<file path="config.mk">
export PLATFORM = sky130hd
export DESIGN_NAME = fsc_monitor
export DESIGN_NICKNAME = d
export VERILOG_FILES = /design/src/include/fsc_pkg.sv /design/src/include/fsc_tick_if.sv /design/src/verilog/fsc_ms_tick.sv /design/src/verilog/fsc_monitor.sv
export SDC_FILE = /design/constraint.sdc
export NUM_CORES = 1
export LEC_CHECK = 0
export ABC_AREA = 1
export BUFFER_PORTS_ARGS = -buffer_cell sky130_fd_sc_hd__buf_4
export CAP_MARGIN = 25
export CORE_AREA = 4 4 136 138
export DETAILED_ROUTE_END_ITERATION = 12
export DIE_AREA = 0 0 140 142
export GPL_TIMING_DRIVEN = 0
export HOLD_SLACK_MARGIN = 0.12
export SYNTH_ARGS = -nofsm -noshare
export SYNTH_HDL_FRONTEND = slang
export SYNTH_SLANG_ARGS = --single-unit
</file>
<file path="constraint.sdc">
create_clock -name clock -period 4.9 [get_ports clock]
set_input_delay 1.225 -clock clock [delete_from_list [all_inputs] [get_ports clock]]
set_output_delay 1.225 -clock clock [all_outputs]
set_load 0.05 [all_outputs]
</file>
<file path="src/include/fsc_pkg.sv">
// Package for the field set switch and contactor monitor: constants and state types.
// Assumes a 50 MHz system clock; all timing is counted in a millisecond tick.
// Notes on behaviour
// [RULE1] Fixed selection mode always monitors the default field set, select inputs ignored.
// [RULE2] With switchover monitoring, a transition outside the permitted table shuts outputs off.
// [RULE3] With switchover monitoring, switching to a deactivated field set shuts outputs off.
// [RULE4] Both switchover shutdowns only occur while switchover monitoring is enabled.
// [RULE5] Standby request on a standby-mode field set suspends monitoring, outputs held off.
// [RULE6] Controller leaves the covering field no earlier than hazard end minus changeover time.
// [RULE7] Contactor feedback monitoring is optional and checks both switch-on and switch-off.
// [RULE8] Feedback must be closed before each switch-on, otherwise outputs stay off.
// [RULE9] After switch-on release, feedback must open within 500 ms.
// [RULE10] After switch-off, feedback must close again within 500 ms.
// [RULE11] A failed feedback timing check returns outputs to off after the brief on.
// [RULE12] Feedback not at supply level while outputs off enters the fault lock.
// [RULE13] Feedback not open while outputs on enters the fault lock.
// [RULE14] Indication outputs carry configurable sources: fields, device, errors, warnings, diag.
// [RULE15] During switchover the old field set stays monitored for the switchover time.
// [RULE16] Occupied target field shuts off after 25 ms plus changeover plus response time.
// [RULE17] Timing uses a millisecond tick; fault lock persists until reset.
package fsc_pkg;
  localparam int unsigned CLK_HZ        = 50_000_000;
  localparam int unsigned TICK_MS_NS    = 1_000_000;
  localparam int unsigned CLK_NS        = 1_000_000_000 / CLK_HZ;
  localparam int unsigned TICK_CYCLES   = TICK_MS_NS / CLK_NS;
  localparam int unsigned FB_OPEN_MS    = 500;
  localparam int unsigned FB_CLOSE_MS   = 500;
  localparam int unsigned SYNC_MS       = 25;
  localparam int unsigned MS_W          = 16;

  // Indication source codes.
  localparam logic [2:0] SRC_PROT  = 3'h0;
  localparam logic [2:0] SRC_WARN  = 3'h1;
  localparam logic [2:0] SRC_RUN   = 3'h2;
  localparam logic [2:0] SRC_ERR   = 3'h3;
  localparam logic [2:0] SRC_WRN   = 3'h4;
  localparam logic [2:0] SRC_DIAG  = 3'h5;

  typedef enum logic [1:0] {
    FSC_OFF     = 2'b00,
    FSC_ON      = 2'b01,
    FSC_FBWAIT  = 2'b11,
    FSC_LOCK    = 2'b10
  } fsc_state_t;
endpackage

</file>
<file path="src/include/fsc_tick_if.sv">
// Interface carrying the millisecond tick between the timebase and the monitor.
// Assumes one clock domain shared by both ends.
`timescale 1ns/1ps
interface fsc_tick_if;
  logic tick;
  modport source (output tick);
  modport sink   (input  tick);
endinterface

</file>
<file path="src/verilog/fsc_ms_tick.sv">
// Millisecond tick generator derived from the system clock.
// Assumes clock runs at the package rate; rst_n is synchronous.
`timescale 1ns/1ps
module fsc_ms_tick #(
  parameter int unsigned CYCLES = fsc_pkg::TICK_CYCLES
) (
  input  wire logic  clock,  // System clock.
  input  wire logic  rst_n,  // Synchronous reset, active low.
  fsc_tick_if.source tk      // One-cycle tick every millisecond.
);
  logic [31:0] cnt;

  always_ff @(posedge clock) begin
    if (!rst_n) begin
      cnt     <= 32'h0;
      tk.tick <= 1'b0;
    end else if (cnt == CYCLES - 1) begin
      cnt     <= 32'h0;
      tk.tick <= 1'b1; // RULE17
    end else begin
      cnt     <= cnt + 32'h1;
      tk.tick <= 1'b0;
    end
  end
endmodule

</file>
<file path="src/verilog/fsc_monitor.sv">
// Top of the field set switch and contactor monitor.
// Assumes synchronous select and feedback inputs; configuration is held stable by the system.
`timescale 1ns/1ps
module fsc_monitor #(
  parameter int unsigned NSETS       = 8,
  parameter int unsigned SEL_W       = 3,
  parameter int unsigned TICK_CYCLES = fsc_pkg::TICK_CYCLES,
  parameter int unsigned FB_OPEN_MS  = fsc_pkg::FB_OPEN_MS,
  parameter int unsigned FB_CLOSE_MS = fsc_pkg::FB_CLOSE_MS
) (
  input  wire logic               clock,                    // System clock, 50 MHz.
  input  wire logic               rst_n,                    // Synchronous reset, active low.
  input  wire logic               cfg_fixed_select,         // Fixed single field set mode.
  input  wire logic               cfg_switch_monitor,       // Switchover monitoring enable.
  input  wire logic [NSETS*NSETS-1:0] cfg_permit,           // Bit from*NSETS+to permits hop.
  input  wire logic [NSETS-1:0]   cfg_set_disabled,         // Field set marked deactivated.
  input  wire logic [NSETS-1:0]   cfg_set_standby,          // Field set uses standby mode.
  input  wire logic               cfg_feedback_enable,      // Contactor feedback monitoring.
  input  wire logic [7:0]         cfg_switch_ms,            // Changeover time in ms.
  input  wire logic [7:0]         cfg_response_ms,          // Response time in ms.
  input  wire logic [2:0]         cfg_ind_src_a,            // Source of indication A.
  input  wire logic [2:0]         cfg_ind_src_b,            // Source of indication B.
  input  wire logic [SEL_W-1:0]   field_select,             // Requested field set.
  input  wire logic               standby_request,          // Standby request input.
  input  wire logic [NSETS-1:0]   prot_field_occupied,      // Protective field per set occupied.
  input  wire logic [NSETS-1:0]   warn_field_occupied,      // Warning field per set occupied.
  input  wire logic               contactor_feedback_input, // High when feedback loop closed.
  output logic                    safety_switch_outputs,    // Safety outputs, high is on.
  output logic [SEL_W-1:0]        active_field_set,         // Field set being monitored.
  output logic                    fault_lock,               // Latched contactor fault.
  output logic                    switch_fault,             // Latched switchover fault.
  output logic                    standby_active,           // Standby suspends monitoring.
  output logic                    ind_a,                    // Indication output A.
  output logic                    ind_b                     // Indication output B.
);
  fsc_tick_if tk ();
  fsc_pkg::fsc_state_t state;
  fsc_pkg::fsc_state_t next_state;

  fsc_ms_tick #(.CYCLES(TICK_CYCLES)) u_tick (
    .clock (clock),
    .rst_n (rst_n),
    .tk    (tk.source)
  );

  function automatic logic permitted(input logic [NSETS*NSETS-1:0] tbl,
                                     input logic [SEL_W-1:0] from,
                                     input logic [SEL_W-1:0] to);
    int unsigned idx;
    idx = int'(from) * NSETS + int'(to);
    return tbl[idx];
  endfunction

  // True on the tick that completes a wait of limit milliseconds.
  function automatic logic ms_done(input logic [9:0] count, input logic [9:0] limit);
    return count + 10'h1 >= limit;
  endfunction

  localparam logic [SEL_W-1:0] DEFAULT_FIELD_SET = '0;

  logic [SEL_W-1:0] requested;
  logic [SEL_W-1:0] pending;
  logic             switching;
  logic [9:0]       sw_ms;
  logic [9:0]       occ_ms;
  logic [9:0]       fb_ms;
  logic             prot_now;
  logic             sw_violation;
  logic             standby_now;
  logic             want_on;
  logic             fb_check_fail;
  logic             fb_ready;
  logic             fb_clear;
  logic             fb_count;
  logic             next_outputs;
  logic             hop_new;
  logic             hop_forbidden;
  logic             target_disabled;
  logic [9:0]       occ_limit;
  logic [SEL_W-1:0] next_active;
  logic [SEL_W-1:0] next_pending;
  logic             next_switching;
  logic [9:0]       next_sw_ms;

  // The default field set is forced in fixed mode, whatever the select pins say.
  assign requested = cfg_fixed_select ? DEFAULT_FIELD_SET : field_select; // RULE1

  // Forbidden or deactivated targets only count while switchover monitoring is on.
  assign hop_new         = requested != pending;
  assign hop_forbidden   = !permitted(cfg_permit, active_field_set, requested); // RULE2
  assign target_disabled = cfg_set_disabled[requested]; // RULE3
  assign sw_violation    = cfg_switch_monitor && !cfg_fixed_select && hop_new && // RULE4
                           (hop_forbidden || target_disabled);

  assign standby_now = cfg_set_standby[active_field_set] && standby_request; // RULE5
  assign prot_now    = prot_field_occupied[active_field_set];

  // Switchover: the old set stays monitored until the changeover time has run out.
  // A new request restarts the wait, so a chattering select cannot cut it short.
  always_comb begin
    next_active    = active_field_set;
    next_pending   = pending;
    next_switching = switching;
    next_sw_ms     = sw_ms;
    if (hop_new) begin
      next_pending   = requested;
      next_switching = 1'b1;
      next_sw_ms     = 10'h0;
    end else if (switching && tk.tick) begin
      if (ms_done(sw_ms, {2'h0, cfg_switch_ms})) begin
        next_active    = pending; // RULE15
        next_switching = 1'b0;
      end
      next_sw_ms = sw_ms + 10'h1;
    end
  end

  always_ff @(posedge clock) begin
    if (!rst_n) begin
      active_field_set <= '0;
      pending          <= '0;
      switching        <= 1'b0;
      sw_ms            <= 10'h0;
    end else begin
      active_field_set <= next_active;
      pending          <= next_pending;
      switching        <= next_switching;
      sw_ms            <= next_sw_ms;
    end
  end

  always_ff @(posedge clock) begin
    if (!rst_n) begin
      switch_fault <= 1'b0;
    end else if (sw_violation) begin
      switch_fault <= 1'b1; // RULE2
    end
  end

  // An occupied field trips the outputs only after sync, changeover and response times.
  always_ff @(posedge clock) begin
    if (!rst_n || !prot_now) begin
      occ_ms <= 10'h0;
    end else if (tk.tick && occ_ms != 10'h3ff) begin
      occ_ms <= occ_ms + 10'h1;
    end
  end

  assign occ_limit = 10'(fsc_pkg::SYNC_MS) + {2'h0, cfg_switch_ms} + // RULE16
                     {2'h0, cfg_response_ms};
  assign want_on   = !switch_fault && !standby_now && !(prot_now && occ_ms >= occ_limit);

  assign fb_check_fail = cfg_feedback_enable && tk.tick;
  assign fb_ready      = !cfg_feedback_enable || contactor_feedback_input;

  // Output and contactor feedback sequencing; the feedback timer is steered from here.
  always_comb begin
    next_state   = state;
    next_outputs = safety_switch_outputs;
    fb_clear     = 1'b0;
    fb_count     = 1'b0;
    case (state)
      fsc_pkg::FSC_OFF: begin
        if (fb_check_fail && !contactor_feedback_input) begin
          fb_count = 1'b1;
          if (ms_done(fb_ms, 10'(FB_CLOSE_MS))) begin
            next_state = fsc_pkg::FSC_LOCK; // RULE10
          end
        end else if (want_on && fb_ready) begin // RULE8
          next_state   = fsc_pkg::FSC_FBWAIT;
          next_outputs = 1'b1; // RULE7
          fb_clear     = 1'b1;
        end else if (fb_ready) begin
          fb_clear = 1'b1;
        end
      end
      fsc_pkg::FSC_FBWAIT: begin
        if (!want_on) begin
          next_state   = fsc_pkg::FSC_OFF;
          next_outputs = 1'b0;
          fb_clear     = 1'b1;
        end else if (!cfg_feedback_enable || !contactor_feedback_input) begin
          next_state = fsc_pkg::FSC_ON;
        end else if (tk.tick) begin
          fb_count = 1'b1;
          if (ms_done(fb_ms, 10'(FB_OPEN_MS))) begin
            next_state   = fsc_pkg::FSC_LOCK; // RULE9
            next_outputs = 1'b0; // RULE11
          end
        end
      end
      fsc_pkg::FSC_ON: begin
        if (cfg_feedback_enable && contactor_feedback_input) begin
          next_state   = fsc_pkg::FSC_LOCK; // RULE13
          next_outputs = 1'b0;
        end else if (!want_on) begin
          next_state   = fsc_pkg::FSC_OFF;
          next_outputs = 1'b0;
          fb_clear     = 1'b1;
        end
      end
      fsc_pkg::FSC_LOCK: begin
        // Only reset leaves the lock, so a stuck contactor cannot re-arm the outputs.
        next_outputs = 1'b0; // RULE17
      end
      default: begin
        next_state   = fsc_pkg::FSC_LOCK;
        next_outputs = 1'b0;
      end
    endcase
  end

  always_ff @(posedge clock) begin
    if (!rst_n) begin
      state                 <= fsc_pkg::FSC_OFF;
      safety_switch_outputs <= 1'b0;
    end else begin
      state                 <= next_state;
      safety_switch_outputs <= next_outputs;
    end
  end

  // One timer serves the open and the close check, since only one of them runs at a time.
  always_ff @(posedge clock) begin
    if (!rst_n || fb_clear) begin
      fb_ms <= 10'h0;
    end else if (fb_count) begin
      fb_ms <= fb_ms + 10'h1;
    end
  end

  // The lock covers a feedback still open or still closed when the grace time ran out, or closed while on.
  always_ff @(posedge clock) begin
    if (!rst_n) begin
      fault_lock <= 1'b0;
    end else begin
      fault_lock <= fault_lock || (state == fsc_pkg::FSC_LOCK); // RULE12
    end
  end

  always_ff @(posedge clock) begin
    if (!rst_n) begin
      standby_active <= 1'b0;
    end else begin
      standby_active <= standby_now; // RULE5
    end
  end

  function automatic logic ind_pick(input logic [2:0] src, input logic p, input logic w,
                                    input logic run, input logic err, input logic wrn,
                                    input logic dg);
    case (src)
      fsc_pkg::SRC_PROT: return p;
      fsc_pkg::SRC_WARN: return w;
      fsc_pkg::SRC_RUN:  return run;
      fsc_pkg::SRC_ERR:  return err;
      fsc_pkg::SRC_WRN:  return wrn;
      fsc_pkg::SRC_DIAG: return dg;
      default:           return 1'b0;
    endcase
  endfunction

  always_ff @(posedge clock) begin
    if (!rst_n) begin
      ind_a <= 1'b0;
      ind_b <= 1'b0;
    end else begin
      ind_a <= ind_pick(cfg_ind_src_a, prot_now, warn_field_occupied[active_field_set], // RULE14
                        safety_switch_outputs, fault_lock || switch_fault, standby_now,
                        switching);
      ind_b <= ind_pick(cfg_ind_src_b, prot_now, warn_field_occupied[active_field_set], // RULE14
                        safety_switch_outputs, fault_lock || switch_fault, standby_now,
                        switching);
    end
  end
endmodule

</file>
==> qor.csv <==
stage,metric,value,unit
logic_synthesis,netlist_instances,1012,
critical_path,critPathCaptureType,flop,
sta,final_setup_violation_count,0,
logic_synthesis,synthFlopType,dfxtp_1,
sta,timing.fmax,226,MHz
cts,clk_path_buf_depth,2,
critical_path,worstPathCellList,buf_4 -> inv_1 -> ha_1 -> inv_1 -> ha_1 -> a21oi_1 -> nand2_1 -> a21o_1 -> a21oi_1 -> nor2_1 -> o21ai_0 -> nand2_1 -> xnor2_1 -> ha_1 -> nand2_1 -> inv_1 -> a21oi_1 -> nand4_1 -> nand2_2 -> nand4_4 -> o21ai_4 -> nand2_1 -> nand2_1 -> a21oi_1,
critical_path,cp.required,5.13,ns
routing,routed_wl,16.8,mm
cts,clk_transition_reported_paths,0.06,ns
cts,hold_buffers,0,
global_routing,grt_max_degree,15,
cells_and_area,final_nets,1331,
global_routing,grt_first_pass_wirelength,28.3,mm
logic_synthesis,number_of_flops_mapped_to_enable_cells_by_yosys,0,
critical_path,sum_of_buffers_and_inverters_on_the_critical_path,4,
die,die_area,19900,um^2
logic_synthesis,postSynthAreaPerCell,6.27,um^2
global_routing,first_global_vias,5899,
global_routing,antenna_found_initial,0,
die,rows,48,
die,floorplan.initialDensity,37.0,%
cts,tritoncts,done,
logic_synthesis,synth-seq-cells,78,
cells_and_area,design_area,7970,um^2
cells_and_area,n_antenna_cell,0,
critical_path,path_class,input pin to flop,
sta,timing_max_transition_violations_final,0,
sta,finalWorstPathRequiredPeriod,4.42,ns
sta,max_slew_margin,67.5,%
die,dieHeight,142,um
pwr,clock_power_share,37.3,%
sta,max_slew.worst_pin.slew,0.488,ns
pwr,power_density,243,nW/um^2
pwr,seq_power_share,34.9,%
cts,clk-insertion-delay-late,0.34,ns
critical_path,timing.reg2reg.setup_slack,2.66,ns
pwr,static-leakage-power,0.00404,uW
job,drv.max_cap_violation_count,0,
critical_path,critical-path-top-delay-family,simple AND/OR/NAND/NOR gates,
global_routing,grt.overflow.total,0,
cts,post_cts.repair.setup_buffers,0,
routing,route.vias.total,6556,
critical_path,critical-path-top-cell-by-count,nand2_1,
pwr,max-vdd-ir-drop,192,uV
logic_synthesis,total_of_warnings_raised_by_yosys,0,
critical_path,critical_path.max_stage_delay,0.34,ns
critical_path,crit_path_top_delay_cell,ha_1,
routing,number_of_antenna_violating_nets_in_the_routed_design,0,
critical_path,startpoint_type,input pin,
pwr,power.combinational.fraction,27.8,%
sta,totalNegativeSetupSlack,0,ns
placed_design,io_buffers,135,
pwr,p_int,1330,uW
routing,detail_route.iter0.violations,348,
routing,routed_via_density,4.72,
logic_synthesis,synth_cell_type_count,53,
placed_design,gpl.final_weighted_congestion,0.837,
cells_and_area,final.fill_count,1845,
sta,setup_slack,0.479,ns
sta,rsz0062_at_grt,no,
cts,number_of_gates_resized_after_cts,0,
critical_path,worst_ep_arrival_time,4.65,ns
cells_and_area,areaGrowthSynthToFinish,25.5,%
cts,cts_root_buf,clkbuf_16,
placed_design,hpwl,13.6,mm
sta,timing_hold_violations_final,0,
cts,cts_h_tree_depth,3,
pwr,p_switching,605,uW
cells_and_area,layout-drive-gt1-share,18.7,%
cts,clock_sinks,78,
sta,final_worst_path_period_share,90.2,%
pwr,netSwitchingFraction,31.2,%
die,horizontal_extent_of_the_die,140,um
die,placeableCoreArea,17200,um^2
sta,finalClockSkew,0.00736,ns
global_routing,track_usage,17.0,%
outcome,run_status,"complete, no violations",
logic_synthesis,postSynth.asyncResetShare,0,%
routing,detail_route.drc_violations,0,
logic_synthesis,seq_area_frac_synth,24.6,%
routing,routed_wire_length_per_instance,12.1,um
critical_path,crit_fanout,7,
cts,cts_buffers,9,
logic_synthesis,synth.net_count,1185,
die,floorplan.io_pins,137,
placed_design,place_worst_setup_slack,0.160,ns
placed_design,postPlaceCellArea,7640,um^2
hold_path,timing.hold.worst.class,flop to flop,
routing,detail_route.first_pass.iterations,5,
logic_synthesis,netlist_area,6350,um^2
[area by class of cell]
class                           count  area [um^2]  share of cell area [%]
Timing Repair Buffer              135         1010                    12.7
Clock buffer                        9          225                    2.83
Clock inverter                      7         97.6                    1.23
Sequential cell                    78         1560                    19.6
Inverter                          189          722                    9.06
Buffer                             22          151                    1.90
Tap cell                          225          282                    3.53
Multi-Input combinational cell    723         3910                    49.1
[layer usage]
| metal | wire length [um] | up-vias | global-route usage (%) |
|---|---|---|---|
| li1 | - | 3508 | - |
| met1 | 8030 | 2924 | 23.0 |
| met2 | 7950 | 113 | 28.6 |
| met3 | 677 | 11 | 3.33 |
| met4 | 179 | 0 | 3.37 |
| met5 | 0 | - | 0 |
[cells in the final DEF, fill, tap and decap left out, types with 16 or more instances in the layout]
master / Yosys / final
dfxtp_1: 78 / 78
nand4_1: 21 / 21
buf_4: 4 / 139
nand2_1: 257 / 257
nor3_1: 16 / 16
nand3_1: 111 / 111
ha_1: 44 / 44
inv_1: 180 / 180
nor2_1: 94 / 94
o21ai_0: 20 / 20
a21oi_1: 49 / 49
xor2_1: 19 / 19
[kinds of logic (layout without fill, tap and decap cells)]
group                      after synthesis  in the layout  synth area share, %
AOI/OAI and AO/OA                      100            100                 9.07
xor gates and xnor gates                29             29                 4.00
adders and majority gates               45             45                 8.99
buffers and inverters                  211            362                 13.8
DFF                                     78             78                 24.6
and+or+nand+nor                        549            549                 39.6
[through the flow]
step | utilization (%) | hold slack [ns] | cells | power [uW]
2_1_floorplan | - | 0.418 | 1012 | 1050
3_3_place_gp | 44.5 | 0.435 | 1372 | 1230
3_5_place_dp | 44.5 | 0.447 | 1372 | 1230
4_1_cts | 46.4 | 0.461 | 1388 | 1980
5_1_grt | 46.4 | 0.500 | 1388 | 2080
6_report | 46.4 | 0.452 | 1388 | 1940
[registers in the layout, indices dropped and copies added (netlist names)]
register,cells
active_field_set,3
pending,3
ind_a,1
state,2
switching,1
u_tick.tk.tick,1
switch_fault,1
u_tick.cnt,32
occ_ms,10
standby_active,1
ind_b,1
sw_ms,10
safety_switch_outputs,1
fault_lock,1
fb_ms,10
[power by group through the flow]
stage / clock network, uW / registers [uW] / logic [uW]
after floorplan: 0 / 715 / 338
after global placement: 0 / 690 / 539
after detailed placement: 0 / 691 / 543
after CTS: 753 / 676 / 546
after global routing: 781 / 680 / 619
final: 723 / 676 / 539
[synth_stat cells, types with 2 or more instances]
cell / n / area share (%)
nand3_2: 6 / 0.95
a211oi_1: 2 / 0.24
clkbuf_1: 3 / 0.18
nand3b_1: 3 / 0.35
nor3_1: 16 / 1.3
xnor2_1: 10 / 1.4
nand3_1: 111 / 8.8
o211ai_1: 2 / 0.24
dfxtp_1: 78 / 25
nor3b_1: 3 / 0.35
buf_6: 3 / 0.53
inv_4: 2 / 0.20
nand2_2: 11 / 1.1
or2_2: 3 / 0.30
nor4_1: 5 / 0.49
xor2_1: 19 / 2.6
o21a_1: 4 / 0.47
a31oi_1: 2 / 0.20
ha_1: 44 / 8.7
o21ai_1: 6 / 0.47
o22ai_1: 2 / 0.20
o221ai_1: 3 / 0.41
o21bai_1: 3 / 0.35
nor3_2: 3 / 0.47
nor3_4: 2 / 0.51
o21ai_0: 20 / 1.6
buf_2: 8 / 0.63
a21o_1: 2 / 0.24
inv_2: 5 / 0.30
nand4_1: 21 / 2.1
nand2_4: 2 / 0.35
inv_1: 180 / 11
buf_4: 4 / 0.47
nor2_2: 7 / 0.69
a2111oi_0: 2 / 0.28
nand2_1: 257 / 15
nor2_1: 94 / 5.6
a21oi_1: 49 / 3.9
[worst paths after layout]
kind,cells after the start,to,start
max,24,fb_ms[8]$_SDFFE_PP0P_,cfg_switch_ms[3]
min,1,u_tick.cnt[0]$_SDFF_PP0_,u_tick.cnt[0]$_SDFF_PP0_
max reg2reg,12,active_field_set[1]$_SDFFE_PN0P_,sw_ms[0]$_SDFFE_PP0P_
min reg2reg,1,u_tick.cnt[0]$_SDFF_PP0_,u_tick.cnt[0]$_SDFF_PP0_
Note: power is estimated with default switching activity, not from simulation.
